===== config.mk =====
export PLATFORM = sky130hd
export DESIGN_NAME = serial_port_ctrl
export DESIGN_NICKNAME = d
export VERILOG_FILES = /design/src/serial_port_pkg.sv /design/src/baud_tick_gen.sv /design/src/sync_fifo.sv /design/src/serial_port_ctrl.sv
export SDC_FILE = /design/constraint.sdc
export NUM_CORES = 1
export LEC_CHECK = 0
export ABC_AREA = 1
export BUFFER_PORTS_ARGS = -buffer_cell sky130_fd_sc_hd__buf_2
export CELL_PAD_IN_SITES_DETAIL_PLACEMENT = 0
export CELL_PAD_IN_SITES_GLOBAL_PLACEMENT = 2
export CORE_ASPECT_RATIO = 0.6
export CORE_UTILIZATION = 42
export CTS_CLUSTER_DIAMETER = 30
export DETAILED_ROUTE_END_ITERATION = 8
export MAX_ROUTING_LAYER = met4
export PLACE_DENSITY = 0.85
export SLEW_MARGIN = 10
export SYNTH_ARGS = -nofsm -noshare
export SYNTH_HDL_FRONTEND = slang
export SYNTH_SLANG_ARGS = --single-unit
export TNS_END_PERCENT = 10

===== constraint.sdc =====
create_clock -name ref_clk -period 5.7 [get_ports ref_clk]
set_input_delay 1.425 -clock ref_clk [delete_from_list [all_inputs] [get_ports ref_clk]]
set_output_delay 1.425 -clock ref_clk [all_outputs]
set_load 0.02 [all_outputs]

===== src/serial_port_pkg.sv =====
package serial_port_pkg;

    // register indices; byte address is four times the index
    localparam logic [5:0] RECV_CTRL_IDX = 6'h13;
    localparam logic [5:0] XMIT_CTRL_IDX = 6'h15;
    localparam logic [5:0] TX_DATA_IDX = 6'h16;
    localparam logic [5:0] BAUD_IDX = 6'h17;
    localparam logic [5:0] RX_DATA_IDX = 6'h18;

    // transmit status and control bit positions
    localparam int XC_CLK_SRC = 7;
    localparam int XC_NINE = 6;
    localparam int XC_TX_EN = 5;
    localparam int XC_SYNC = 4;
    localparam int XC_EMPTY = 1;
    localparam int XC_NINTH = 0;

    // receive status and control bit positions
    localparam int RC_PORT_EN = 7;
    localparam int RC_NINE = 6;
    localparam int RC_SINGLE = 5;
    localparam int RC_CONT = 4;
    localparam int RC_OVERRUN = 1;
    localparam int RC_NINTH = 0;

    // values after reset
    localparam logic [7:0] BAUD_RST = 8'h00;
    localparam logic [3:0] BITCNT_RST = 4'h0;
    localparam logic [8:0] SHIFT_RST = 9'h1ff;

    localparam int FIFO_DEPTH = 16;
    localparam int SYNC_STAGES = 3;

    typedef struct packed {
        logic clkSrc;
        logic nineTx;
        logic transmit_enable_bit;
        logic syncMode;
    } tx_cfg_t;

    typedef struct packed {
        logic portEn;
        logic nineRx;
        logic singleRx;
        logic contRx;
    } rx_cfg_t;

    typedef struct packed {
        logic ninth;
        logic [7:0] data;
    } word_t;

    typedef enum logic [1:0] {TX_IDLE, TX_START, TX_DATA, TX_STOP} tx_state_t;
    typedef enum logic [1:0] {RX_IDLE, RX_START, RX_DATA, RX_STOP} rx_state_t;

endpackage


===== src/baud_tick_gen.sv =====
`timescale 1ns/1ps
`default_nettype none
module baud_tick_gen #(
    parameter int DIV_W = 8
) (
    input wire logic ref_clk,
    input wire logic resetn,
    input wire logic restart,
    input wire logic [DIV_W-1:0] divisor,
    output logic bitTick,
    output logic midTick
);
    logic [DIV_W:0] cnt_ff;
    logic [DIV_W:0] halfCount;
    logic [DIV_W:0] fullCount;

    // bit period is 2*(divisor+1), so the midpoint is exact
    assign halfCount = {1'b0, divisor};
    assign fullCount = {divisor, 1'b1};
    assign bitTick = !restart && (cnt_ff == fullCount);
    assign midTick = !restart && (cnt_ff == halfCount);

    // restart realigns the phase to a frame start
    always_ff @(posedge ref_clk or negedge resetn) begin
        if (!resetn) begin
            cnt_ff <= '0;
        end else if (restart || cnt_ff == fullCount) begin
            cnt_ff <= '0;
        end else begin
            cnt_ff <= cnt_ff + 1'b1;
        end
    end
endmodule
`default_nettype wire


===== src/sync_fifo.sv =====
`timescale 1ns/1ps
`default_nettype none
module sync_fifo #(
    parameter int WIDTH = 9,
    parameter int DEPTH = 16
) (
    input wire logic ref_clk,
    input wire logic resetn,
    input wire logic inValid,
    output logic inReady,
    input wire logic [WIDTH-1:0] inData,
    output logic outValid,
    input wire logic outReady,
    output logic [WIDTH-1:0] outData
);
    localparam int AW = $clog2(DEPTH);
    localparam logic [AW:0] FULL_COUNT = (AW + 1)'(DEPTH);

    logic [WIDTH-1:0] mem_ff [DEPTH];
    logic [AW-1:0] wrPtr_ff;
    logic [AW-1:0] rdPtr_ff;
    logic [AW:0] count_ff;
    logic push;
    logic pop;

    // pointers wrap, so depth must be a power of two
    assign inReady = count_ff != FULL_COUNT;
    assign outValid = count_ff != '0;
    assign push = inValid & inReady;
    assign pop = outValid & outReady;
    assign outData = mem_ff[rdPtr_ff];

    // storage needs no reset; pointers define contents
    always_ff @(posedge ref_clk) begin
        if (push) begin
            mem_ff[wrPtr_ff] <= inData;
        end
    end

    always_ff @(posedge ref_clk or negedge resetn) begin
        if (!resetn) begin
            wrPtr_ff <= '0;
            rdPtr_ff <= '0;
            count_ff <= '0;
        end else begin
            if (push) wrPtr_ff <= wrPtr_ff + 1'b1;
            if (pop) rdPtr_ff <= rdPtr_ff + 1'b1;
            if (push && !pop) count_ff <= count_ff + 1'b1;
            else if (pop && !push) count_ff <= count_ff - 1'b1;
        end
    end
endmodule
`default_nettype wire


===== src/serial_port_ctrl.sv =====
// Function
// RL1: async mode: transmit and receive run independently
// RL2: sync half-duplex as clock master or slave
// RL3: pins serve the port only while enabled
// RL4: pin directions follow enable and clock-source bits
// RL5: clock-source bit selects master or slave clock
// RL6: width bit picks nine or eight bit characters
// RL7: empty flag reads one while shifter idle
// RL8: single receive takes one word, continuous wins
// RL9: transmit enable bit, receive overrides; sync select
`timescale 1ns/1ps
`default_nettype none
module serial_port_ctrl #(
    parameter int FIFO_DEPTH = serial_port_pkg::FIFO_DEPTH
) (
    input wire logic ref_clk,
    input wire logic resetn,
    input wire logic [7:0] address,
    input wire logic read,
    input wire logic write,
    input wire logic [31:0] writedata,
    input wire logic [3:0] byteenable,
    output logic [31:0] readdata,
    output logic waitrequest,
    input wire logic receiveDataPinIn,
    output logic receiveDataPinOut,
    output logic receiveDataPinOe,
    input wire logic transmitClockPinIn,
    output logic transmitClockPinOut,
    output logic transmitClockPinOe
);
    serial_port_pkg::tx_cfg_t txCfg_ff;
    serial_port_pkg::rx_cfg_t rxCfg_ff;
    logic ninthTx_ff;
    logic [7:0] baud_ff;
    serial_port_pkg::word_t rxWord_ff;
    logic rxFull_ff;
    logic overrun_ff;
    logic ack_ff;
    logic [31:0] readdata_ff;

    // bus slave
    logic [5:0] regIdx;
    logic busReq;
    logic hitRecv;
    logic hitXmit;
    logic hitTxData;
    logic hitBaud;
    logic hitRxData;
    logic stall;
    logic accept;
    logic wrDone;
    logic rdDone;
    logic lowLane;
    logic fifoInReady;
    logic [7:0] xmitRead;
    logic [7:0] recvRead;
    logic [7:0] readMux;
    logic shiftEmpty;

    // unmapped indices read zero, ignore writes
    assign regIdx = address[7:2];
    assign busReq = read | write;
    assign hitRecv = regIdx == serial_port_pkg::RECV_CTRL_IDX;
    assign hitXmit = regIdx == serial_port_pkg::XMIT_CTRL_IDX;
    assign hitTxData = regIdx == serial_port_pkg::TX_DATA_IDX;
    assign hitBaud = regIdx == serial_port_pkg::BAUD_IDX;
    assign hitRxData = regIdx == serial_port_pkg::RX_DATA_IDX;

    // a full queue stalls a data write
    assign stall = write & hitTxData & ~fifoInReady;
    assign accept = busReq & ack_ff & ~stall;
    assign waitrequest = busReq & ~accept;
    assign wrDone = write & accept;
    assign rdDone = read & accept;
    assign lowLane = byteenable[0];
    assign readdata = readdata_ff;

    // status readback
    assign xmitRead = {txCfg_ff.clkSrc, txCfg_ff.nineTx, txCfg_ff.transmit_enable_bit, txCfg_ff.syncMode,
                       2'b00, shiftEmpty, ninthTx_ff};   // [RL7]
    assign recvRead = {rxCfg_ff.portEn, rxCfg_ff.nineRx, rxCfg_ff.singleRx, rxCfg_ff.contRx,
                       2'b00, overrun_ff, rxWord_ff.ninth};

    always_comb begin
        if (hitXmit) readMux = xmitRead;
        else if (hitRecv) readMux = recvRead;
        else if (hitBaud) readMux = baud_ff;
        else if (hitRxData) readMux = rxWord_ff.data;
        else readMux = 8'h00;
    end

    // one wait state; read data is captured first
    always_ff @(posedge ref_clk or negedge resetn) begin
        if (!resetn) begin
            ack_ff <= 1'b0;
            readdata_ff <= 32'h0;
        end else begin
            ack_ff <= busReq & ~accept;
            if (busReq && !ack_ff) readdata_ff <= {24'h0, readMux};
        end
    end

    // pin input synchronisers
    logic [1:0] pinRaw;
    logic [1:0] pinLvl_ff;
    logic [1:0] pinPrev_ff;
    assign pinRaw = {transmitClockPinIn, receiveDataPinIn};

    // three stages; a change counts once the last two agree
    genvar gi;
    generate
        for (gi = 0; gi < 2; gi++) begin : g_sync
            logic [serial_port_pkg::SYNC_STAGES-1:0] stage_ff;
            always_ff @(posedge ref_clk or negedge resetn) begin
                if (!resetn) begin
                    stage_ff <= '1;
                    pinLvl_ff[gi] <= 1'b1;
                    pinPrev_ff[gi] <= 1'b1;
                end else begin
                    stage_ff <= {stage_ff[1:0], pinRaw[gi]};
                    if (stage_ff[1] == stage_ff[2]) pinLvl_ff[gi] <= stage_ff[2];
                    pinPrev_ff[gi] <= pinLvl_ff[gi];
                end
            end
        end
    endgenerate

    logic dataLvl;
    logic dataFall;
    logic clkRise;
    logic clkFall;
    assign dataLvl = pinLvl_ff[0];
    assign dataFall = pinPrev_ff[0] & ~pinLvl_ff[0];
    assign clkRise = ~pinPrev_ff[1] & pinLvl_ff[1];
    assign clkFall = pinPrev_ff[1] & ~pinLvl_ff[1];

    // mode qualifiers
    logic portOn;
    logic syncOn;
    logic master;
    logic rxSyncEn;
    logic rxAsyncEn;
    logic txActive;
    assign portOn = rxCfg_ff.portEn;                                        // [RL3]
    assign syncOn = txCfg_ff.syncMode;                                      // [RL9]
    assign master = syncOn & txCfg_ff.clkSrc;                               // [RL5]
    assign rxSyncEn = portOn & syncOn & (rxCfg_ff.singleRx | rxCfg_ff.contRx);
    assign rxAsyncEn = portOn & ~syncOn & rxCfg_ff.contRx;                  // [RL1]
    // half duplex: sync receive shuts the transmitter off
    assign txActive = portOn & txCfg_ff.transmit_enable_bit & ~rxSyncEn;                   // [RL9] [RL2]

    // transmit path
    serial_port_pkg::tx_state_t txState_ff;
    serial_port_pkg::tx_state_t nxt_txState;
    logic [8:0] txShift_ff;
    logic [3:0] txCnt_ff;
    logic txLine_ff;
    logic fifoOutValid;
    logic fifoOutReady;
    serial_port_pkg::word_t fifoOutWord;
    serial_port_pkg::word_t fifoInWord;
    logic txRestart;
    logic txBit;
    logic txMid;
    logic txStep;
    logic [3:0] txLast;

    assign fifoInWord = '{ninth: ninthTx_ff, data: writedata[7:0]};
    assign fifoOutReady = (txState_ff == serial_port_pkg::TX_IDLE) & txActive;
    assign txRestart = fifoOutReady & fifoOutValid;
    assign shiftEmpty = txState_ff == serial_port_pkg::TX_IDLE;             // [RL7]
    assign txLast = txCfg_ff.nineTx ? 4'h8 : 4'h7;                          // [RL6]
    // slave shifts on far clock rise, else on own tick
    assign txStep = (syncOn & ~master) ? clkRise : txBit;                   // [RL5]

    sync_fifo #(
        .WIDTH(9),
        .DEPTH(FIFO_DEPTH)
    ) u_tx_fifo (
        .ref_clk(ref_clk),
        .resetn(resetn),
        .inValid(wrDone & hitTxData & lowLane),
        .inReady(fifoInReady),
        .inData(fifoInWord),
        .outValid(fifoOutValid),
        .outReady(fifoOutReady),
        .outData(fifoOutWord)
    );

    baud_tick_gen #(
        .DIV_W(8)
    ) u_tx_baud (
        .ref_clk(ref_clk),
        .resetn(resetn),
        .restart(txRestart),
        .divisor(baud_ff),
        .bitTick(txBit),
        .midTick(txMid)
    );

    // disabling transmit drops the word in flight
    always_comb begin
        nxt_txState = txState_ff;
        case (txState_ff)
            serial_port_pkg::TX_IDLE: begin
                if (txRestart) begin
                    nxt_txState = syncOn ? serial_port_pkg::TX_DATA : serial_port_pkg::TX_START;
                end
            end
            serial_port_pkg::TX_START: begin
                if (txBit) nxt_txState = serial_port_pkg::TX_DATA;
            end
            serial_port_pkg::TX_DATA: begin
                if (txStep && txCnt_ff == txLast) begin
                    nxt_txState = syncOn ? serial_port_pkg::TX_IDLE : serial_port_pkg::TX_STOP;
                end
            end
            serial_port_pkg::TX_STOP: begin
                if (txBit) nxt_txState = serial_port_pkg::TX_IDLE;
            end
            default: nxt_txState = serial_port_pkg::TX_IDLE;
        endcase
        if (!txActive) nxt_txState = serial_port_pkg::TX_IDLE;
    end

    // lsb first; ninth bit follows bit 7 in nine-bit mode
    always_ff @(posedge ref_clk or negedge resetn) begin
        if (!resetn) begin
            txState_ff <= serial_port_pkg::TX_IDLE;
            txShift_ff <= serial_port_pkg::SHIFT_RST;
            txCnt_ff <= serial_port_pkg::BITCNT_RST;
        end else begin
            txState_ff <= nxt_txState;
            if (txRestart) begin
                txShift_ff <= fifoOutWord;                                  // [RL6]
                txCnt_ff <= serial_port_pkg::BITCNT_RST;
            end else if (txState_ff == serial_port_pkg::TX_DATA && txStep) begin
                txShift_ff <= {1'b1, txShift_ff[8:1]};
                txCnt_ff <= txCnt_ff + 1'b1;
            end
        end
    end

    // line level: start low, data, stop and idle high
    always_ff @(posedge ref_clk or negedge resetn) begin
        if (!resetn) begin
            txLine_ff <= 1'b1;
        end else begin
            case (nxt_txState)
                serial_port_pkg::TX_START: txLine_ff <= 1'b0;
                serial_port_pkg::TX_DATA: txLine_ff <= txRestart ? fifoOutWord.data[0]
                                                                 : txShift_ff[1];
                default: txLine_ff <= 1'b1;
            endcase
            if (txState_ff == serial_port_pkg::TX_DATA && !txStep) txLine_ff <= txShift_ff[0];
        end
    end

    // receive path
    serial_port_pkg::rx_state_t rxState_ff;
    logic [8:0] rxShift_ff;
    logic [3:0] rxCnt_ff;
    logic rxRestart;
    logic rxBit;
    logic rxMid;
    logic rxSample;
    logic [3:0] rxLast;
    logic [8:0] rxFull9;
    logic wordDone;
    serial_port_pkg::word_t rxNew;

    assign rxLast = rxCfg_ff.nineRx ? 4'h8 : 4'h7;
    // start edge aligns async bit clock; sync enable starts it
    assign rxRestart = (rxState_ff == serial_port_pkg::RX_IDLE) &
                       ((rxAsyncEn & dataFall) | rxSyncEn);                 // [RL8]
    // sample on the shift clock's falling edge
    assign rxSample = (syncOn & ~master) ? clkFall : rxMid;                 // [RL5]
    assign rxFull9 = {dataLvl, rxShift_ff[8:1]};
    assign rxNew = rxCfg_ff.nineRx ? rxFull9 : {1'b0, rxFull9[8:1]};
    assign wordDone = (rxState_ff == serial_port_pkg::RX_DATA) & rxSample & syncOn &
                      (rxCnt_ff == rxLast) |
                      (rxState_ff == serial_port_pkg::RX_STOP) & rxMid;

    baud_tick_gen #(
        .DIV_W(8)
    ) u_rx_baud (
        .ref_clk(ref_clk),
        .resetn(resetn),
        .restart(rxRestart),
        .divisor(baud_ff),
        .bitTick(rxBit),
        .midTick(rxMid)
    );

    // losing both enables or the port resets the receiver
    always_ff @(posedge ref_clk or negedge resetn) begin
        if (!resetn) begin
            rxState_ff <= serial_port_pkg::RX_IDLE;
            rxShift_ff <= serial_port_pkg::SHIFT_RST;
            rxCnt_ff <= serial_port_pkg::BITCNT_RST;
        end else if (!(rxAsyncEn || rxSyncEn)) begin
            rxState_ff <= serial_port_pkg::RX_IDLE;
        end else begin
            case (rxState_ff)
                serial_port_pkg::RX_IDLE: begin
                    rxCnt_ff <= serial_port_pkg::BITCNT_RST;
                    if (rxRestart) begin
                        rxState_ff <= syncOn ? serial_port_pkg::RX_DATA
                                             : serial_port_pkg::RX_START;
                    end
                end
                serial_port_pkg::RX_START: begin
                    // rejects glitches under half a bit
                    if (rxMid) begin
                        rxState_ff <= dataLvl ? serial_port_pkg::RX_IDLE
                                              : serial_port_pkg::RX_DATA;
                    end
                end
                serial_port_pkg::RX_DATA: begin
                    if (rxSample) begin
                        rxShift_ff <= rxFull9;
                        rxCnt_ff <= rxCnt_ff + 1'b1;
                        if (rxCnt_ff == rxLast) begin
                            rxState_ff <= syncOn ? serial_port_pkg::RX_IDLE
                                                 : serial_port_pkg::RX_STOP;
                        end
                    end
                end
                serial_port_pkg::RX_STOP: begin
                    if (rxMid) rxState_ff <= serial_port_pkg::RX_IDLE;
                end
                default: rxState_ff <= serial_port_pkg::RX_IDLE;
            endcase
        end
    end

    // word buffer; async words are whole at the stop bit
    always_ff @(posedge ref_clk or negedge resetn) begin
        if (!resetn) begin
            rxWord_ff <= '0;
        end else if (wordDone && !rxFull_ff) begin
            rxWord_ff <= syncOn ? rxNew
                                : (rxCfg_ff.nineRx ? rxShift_ff : {1'b0, rxShift_ff[8:1]});
        end
    end

    // shift clock and pins
    logic clkOut_ff;
    logic rxClocking;
    logic txClocking;
    assign rxClocking = master & (rxState_ff == serial_port_pkg::RX_DATA);
    assign txClocking = master & (txState_ff == serial_port_pkg::TX_DATA);

    // master clock: low at mid bit, high at bit end, idles high
    always_ff @(posedge ref_clk or negedge resetn) begin
        if (!resetn) begin
            clkOut_ff <= 1'b1;
        end else if (rxClocking) begin
            if (rxMid) clkOut_ff <= 1'b0;
            else if (rxBit) clkOut_ff <= 1'b1;
        end else if (txClocking) begin
            if (txMid) clkOut_ff <= 1'b0;
            else if (txBit) clkOut_ff <= 1'b1;
        end else begin
            clkOut_ff <= 1'b1;
        end
    end

    // clock pin: line in async, shift clock in sync
    assign transmitClockPinOut = syncOn ? clkOut_ff : txLine_ff;
    assign transmitClockPinOe = portOn & (syncOn ? txCfg_ff.clkSrc : txCfg_ff.transmit_enable_bit); // [RL4]
    assign receiveDataPinOut = txLine_ff;
    assign receiveDataPinOe = portOn & syncOn & txActive;                   // [RL4] [RL3]

    // software registers
    logic clrSingle;
    logic setOverrun;
    assign clrSingle = wordDone & syncOn & ~rxCfg_ff.contRx;                // [RL8]
    assign setOverrun = wordDone & rxFull_ff;

    always_ff @(posedge ref_clk or negedge resetn) begin
        if (!resetn) begin
            txCfg_ff <= '0;
            rxCfg_ff <= '0;
            ninthTx_ff <= 1'b0;
            baud_ff <= serial_port_pkg::BAUD_RST;
        end else begin
            if (clrSingle) rxCfg_ff.singleRx <= 1'b0;
            if (wrDone && lowLane && hitXmit) begin
                txCfg_ff.clkSrc <= writedata[serial_port_pkg::XC_CLK_SRC];  // [RL5]
                txCfg_ff.nineTx <= writedata[serial_port_pkg::XC_NINE];     // [RL6]
                txCfg_ff.transmit_enable_bit <= writedata[serial_port_pkg::XC_TX_EN];      // [RL9]
                txCfg_ff.syncMode <= writedata[serial_port_pkg::XC_SYNC];   // [RL9]
                ninthTx_ff <= writedata[serial_port_pkg::XC_NINTH];
            end
            if (wrDone && lowLane && hitRecv) begin
                rxCfg_ff.portEn <= writedata[serial_port_pkg::RC_PORT_EN];  // [RL3]
                rxCfg_ff.nineRx <= writedata[serial_port_pkg::RC_NINE];
                rxCfg_ff.singleRx <= writedata[serial_port_pkg::RC_SINGLE];
                rxCfg_ff.contRx <= writedata[serial_port_pkg::RC_CONT];
            end
            if (wrDone && lowLane && hitBaud) baud_ff <= writedata[7:0];
        end
    end

    // full and overrun flags: an event beats a clear
    always_ff @(posedge ref_clk or negedge resetn) begin
        if (!resetn) begin
            rxFull_ff <= 1'b0;
            overrun_ff <= 1'b0;
        end else begin
            if (wordDone) rxFull_ff <= 1'b1;
            else if (rdDone && hitRxData) rxFull_ff <= 1'b0;
            if (setOverrun) overrun_ff <= 1'b1;
            else if (wrDone && lowLane && hitRecv && !writedata[serial_port_pkg::RC_CONT]) begin
                overrun_ff <= 1'b0;
            end
        end
    end
endmodule
`default_nettype wire


## Word level (Yosys, flattened, before mapping)

Memories as Yosys holds them, arrays and structs flattened.
Index checks and enable logic that the tools add are counted.
Widths: inputs -> output; s select.

| word-level totals | value |
|---|---|
| bits in registers | 110 |
| RAM bits | 144 |
| input port bits | 50 |
| output and inout bits | 37 |
| word-level logic and storage cells | 220 |
| memories | 1 |

| cells by class | value |
|---|---|
| add/subtract/negate cells | 8 |
| equal/unequal tests | 30 |
| mux-type cells | 56 |
| bitwise operators | 50 |
| reductions and logical operators | 40 |

Memories:

| memory | words | width | rd ports | clocked after Yosys merged registers in | wr ports | RTL line | text |
|---|---|---|---|---|---|---|---|
| u_tx_fifo.mem_ff | 16 | 9 | 1 | 0 | 1 | sync_fifo.sv:19 | `logic [WIDTH-1:0] mem_ff [DEPTH];` |

Operators with widths:

| kind | number |
|---|---|
| $mux 9 | 7 |
| $and 1x1->1 | 36 |
| $mux 8 | 4 |
| $eq 6x5->1 const B | 5 |
| $mux 2 | 15 |
| $mux 4 | 5 |
| $mux 1 | 19 |
| $add 9x1->9 const B | 2 |
| $eq 9x8->1 | 2 |
| $eq 9x9->1 | 2 |
| $logic_and 1x1->1 | 17 |
| $add 4x1->4 const B | 4 |
| $pmux 2 s4 | 2 |
| $ne 3x3->1 const B | 5 |
| $reduce_bool 2->1 | 6 |
| $eq 2x2->1 const B | 5 |
| $mux 5 | 2 |
| $not 1->1 | 10 |
| $eq 4x4->1 | 2 |
| $pmux 4 s2 | 1 |
| $logic_not 1->1 | 7 |
| $eq 2x1->1 const B | 3 |
| $reduce_and 3->1 | 2 |
| $add 5x1->5 const B | 1 |
| other kinds (13) | 20 |

## Depth between registers and ports, before layout

| depth | value |
|---|---|
| word-level depth | 17 |
| gate-level depth with buffers | 19 |
| gate-level depth less buffers | 19 |

## By module

Synthesis repeated with hierarchy kept, for this count alone.

| unflattened totals | value |
|---|---|
| cells, all modules | 1412 |
| area, all modules | 12505.7 sq um |

By module, submodules not included:

| module | times used | cells an instance | area each (sq um) | sequential area each (sq um) |
|---|---|---|---|---|
| sync_fifo | 1 | 680 | 6862.8 | 4649.5 |
| serial_port_ctrl | 1 | 526 | 4211.5 | 2014.4 |
| baud_tick_gen | 2 | 103 | 715.7 | 225.2 |

## Least setup slack after synthesis

No wires, ideal clock.

| timing path | value |
|---|---|
| path type | input to output |
| from | in write |
| to | out waitrequest |
| arrival | 2.133 ns |
| setup slack | 2.142 ns |
| stages | 5 |
| cell sequence | nor2_1 -> nor2_1 -> inv_1 -> clkbuf_1 -> nand2_1 |

| on the way | value |
|---|---|
| word-level cells in the longest chain between the ends | 6 |

RTL lines:

| item | RTL line | text |
|---|---|---|
| from (decl) | serial_port_ctrl.sv:20 | `input wire logic write,` |
| $and 1x1->1 (2 in a row) | serial_port_ctrl.sv:71 | `assign stall = write & hitTxData & ~fifoInReady;` |
| $not 1->1 | serial_port_ctrl.sv:72 | `assign accept = busReq & ack_ff & ~stall;` |
| $and 1x1->1 | serial_port_ctrl.sv:72 |  |
| $not 1->1 | serial_port_ctrl.sv:73 | `assign waitrequest = busReq & ~accept;` |
| $and 1x1->1 * | serial_port_ctrl.sv:73 |  |
| to (decl) | serial_port_ctrl.sv:24 | `output logic waitrequest,` |

Every way passes the cells marked *; elsewhere a longest branch is shown, timed or not.

## Final worst setup path

| timing path | value |
|---|---|
| from | reg txCfg_ff, in the netlist syncOn |
| to | out transmitClockPinOe |

| on the way | value |
|---|---|
| word-level cells in the longest chain between the ends | 2 |

RTL lines:

| item | RTL line | text |
|---|---|---|
| from (decl) | serial_port_ctrl.sv:32 | `serial_port_pkg::tx_cfg_t txCfg_ff;` |
| $mux 1 | serial_port_ctrl.sv:372 | `assign transmitClockPinOe = portOn & (syncOn ? txCfg_ff.clkSrc : txCfg_ff.transmit_enable_bit);` |
| $and 1x1->1 | serial_port_ctrl.sv:372 |  |
| to (decl) | serial_port_ctrl.sv:30 | `output logic transmitClockPinOe` |

Every way passes these cells.

==> summary.md <==
| Metric | Value |
|---|---|
| Placer congestion estimate | `0.825` |
| Drt drc | `0` |
| DR vias | `8,238` |
| Ys async rst share | `43.3%` |
| Yosys warning count | `0` |
| Final nets | `1,250` |
| Netlist cell types | `54` |
| Max cap viols | `0` |
| Antenna Violating Nets Remaining | `0` |
| H-tree levels | `2` |
| ANT cells | `0` |
| Area delta synth->final | `15.4%` |
| Switch share | `28.4%` |
| Crit Path Max Fanout | `17` |
| Initial antenna violation count | `0` |
| DRT iter0 DRCs | `740` |
| Number of synthesized register bits | `254` |
| Worst Max-Slew Pin Slew | `1120 ps` |
| Area after DPL | `12,100 um2` |
| PwrDens | `407 nW/um2` |
| Slew HR | `24.9%` |
| DRT Pass-1 Iters | `5` |
| Die Y | `131 um` |
| Final min period | `3960 ps` |
| Post-detail-place hpwl | `20,200 um` |
| Total gr overflow | `0` |
| Max Clk Rate | `252 MHz` |
| Fin. Hold Viols | `0` |
| I/O pin total | `87` |
| Clock transition at path regs | `50 ps` |
| Starting Density | `43.5%` |
| Largest net degree at the start of global routing | `53` |
| Slowest-stage cell, CP | `dfrtp_1` |
| RSZ-0062 raised after global routing | `no` |
| Reg power frac | `40.3%` |
| Post-CTS Setup Bufs | `0` |
| Die Wd | `217 um` |
| WL/cell | `18.7 um` |
| Final instance area | `13,500 um2` |
| Row cnt | `46` |
| Final clock skew | `32.0 ps` |
| Clk sink count | `254` |
| Post-route clock period utilization | `69.5%` |
| Critical path class | `reg2out` |
| All-layer global routing usage | `21.8%` |
| Pre-CTS WS | `1430 ps` |
| Most used cell, CP | `inv_1` |
| Worst path required time | `4280 ps` |
| Drt total wl | `29,500 um` |
| Seq/Total Area, Yosys | `60.8%` |
| Setup TNS Final | `0 ps` |
| Static Leak | `5.41 nW` |
| Mean area per synthesized cell | `10.2 um2` |
| Synth Instances | `1,144` |
| Mapped cell area | `11,700 um2` |
| HP Class | `reg2reg` |
| Number of enable flip-flop cells after synthesis | `144` |
| Crit end category | `output pin` |
| CTS resizes | `0` |
| Post-route setup slack | `1740 ps` |
| CTS tree | `built` |
| IO Port Bufs | `33` |
| CTS Buffer Depth | `3` |
| Critical path launch point type | `flip-flop` |
| Vias in the first global route | `7,674` |
| Final Setup Violations | `0` |
| WP data arrival | `2540 ps` |
| Outcome | `completed` |
| Share of cells above drive strength 1 | `14.6%` |
| Root Driver | `clkbuf_16` |
| Comb pwr share | `13.2%` |
| Worst skew pair latency | `540 ps` |
| Die area | `28,500 um2` |
| Global-route wire length before repair | `45,900 um` |
| Internal Power | `0.00394 W` |
| Total core area | `26,900 um2` |
| Clk pwr share | `46.5%` |
| Slew Limit Fails | `0` |
| Max VDD drop | `270 uV` |
| Top FF cell, synth | `edfxtp_1` |
| Filler cell count | `2,427` |
| Hold buffer count at cts | `0` |
| CP cell instances | `inv_1 -> nor2_1 -> inv_1 -> nand2_1 -> inv_1 -> buf_2` |
| Switching power | `0.00156 W` |
| Most common cell after layout, fill and taps aside | `nand2_1` |
| Final design utilization | `50.2%` |
| Cts bufs inserted | `41` |
| Most frequent cells in the layout | `nand2_1, edfxtp_1, inv_1` |
| DR vias/cell | `5.22` |
| CP peak stage delay | `750 ps` |
cells by family after synthesis:
group	count (synthesis)	share of synthesized area (%)
multiplexers	8	0.717
XOR/XNOR	18	1.35
flip-flops	254	60.8
AO/OA/AOI/OAI	240	12.6
buffers and inverters	175	6.79
AND/OR/NAND/NOR	432	16.0
adder cells (fa/ha/maj)	16	1.73
other	1	0.0321
flip-flops by register name, indices dropped and copies added (netlist names), 3 cells and up:
signal and flops:
u_tx_fifo.mem_ff 144, rxShift_ff 9, txShift_ff 9, u_rx_baud.cnt_ff 9
u_tx_baud.cnt_ff 9, baud_ff 8, readdata 8, rxWord_ff 8
g_sync.stage_ff 6, u_tx_fifo.count_ff 5, recvRead 4, rxCnt_ff 4
txCnt_ff 4, u_tx_fifo.rdPtr_ff 4, u_tx_fifo.wrPtr_ff 4, txCfg_ff 3
worst paths after layout:
kind                                    endpoint  slack, ps             startpoint  depth (start not counted)
min reg2reg                g_sync[0].stage_ff[1]        350  g_sync[0].stage_ff[0]                          0
max reg2reg                        txShift_ff[2]       2350  u_tx_fifo.rdPtr_ff[0]                         11
min in group asynchronous  u_tx_fifo.rdPtr_ff[2]        910                 resetn                          1
max                           transmitClockPinOe       1740                 syncOn                          6
min                        g_sync[0].stage_ff[1]        350  g_sync[0].stage_ff[0]                          0
max in group asynchronous    u_tx_baud.cnt_ff[6]       3840                 resetn                          2
Yosys cell counts, drive strengths merged, types with 8 or more instances:
library cell  instances  share of area [%]
inv                 106                3.4
nor3                 17               0.95
clkbuf               28               0.91
nand3                52                2.6
nand2               241                7.9
dfrtp                80                 17
o21ai               105                4.6
buf                  36                2.3
o221ai               34                2.5
xor2                 13               0.97
o22ai                14               0.75
dfstp                30                6.7
a21oi                56                2.5
ha                   13                1.4
nor3b                 9               0.58
nor2                100                3.3
edfxtp              144                 37
nand4                 8               0.43
o211ai               11               0.71
power by group through the flow:
stage / clock [W] / combinational, W / sequential [W]
finish: 0.00256 / 0.000727 / 0.00222
global route: 0.00268 / 0.000829 / 0.00224
CTS: 0.00259 / 0.000725 / 0.00222
detailed placement: 0 / 0.000721 / 0.00225
global placement: 0 / 0.000714 / 0.00225
floorplan: 0 / 0.000544 / 0.00221
routing by layer:
| metal | GRT usage, % | wire length [um] |
|---|---|---|
| met1 | 36.2 | 16200 |
| met2 | 25.8 | 10900 |
| met3 | 4.84 | 2060 |
| met4 | 5.01 | 380 |
| met5 | - | 0 |
cell type report:
type,instances,area (um2),share of cell area [%]
Timing Repair Buffer,40,220,1.63
Clock inverter,26,290,2.15
Multi-Input combinational cell,738,3880,28.7
Tap cell,360,450,3.34
Sequential cell,254,7110,52.7
Clock buffer,50,1130,8.38
Inverter,111,422,3.12
stage by stage:
| stage | hold slack [ps] | cells | power, W |
|---|---|---|---|
| 6_report | 353 | 1579 | 0.00550 |
| 2_1_floorplan | 345 | 1167 | 0.00275 |
| 3_5_place_dp | 347 | 1503 | 0.00297 |
| 5_1_grt | 359 | 1579 | 0.00575 |
| 4_1_cts | 354 | 1579 | 0.00554 |
| 3_3_place_gp | 348 | 1503 | 0.00297 |
critical path, delay by kind of cell (launching register included):
| family | cells | cell delay, ps |
|---|---|---|
| AND/OR/NAND/NOR | 2 | 420 |
| flip-flops | 1 | 750 |
| buffers and inverters | 4 | 840 |
No activity file was read; power rests on OpenSTA's default activity.
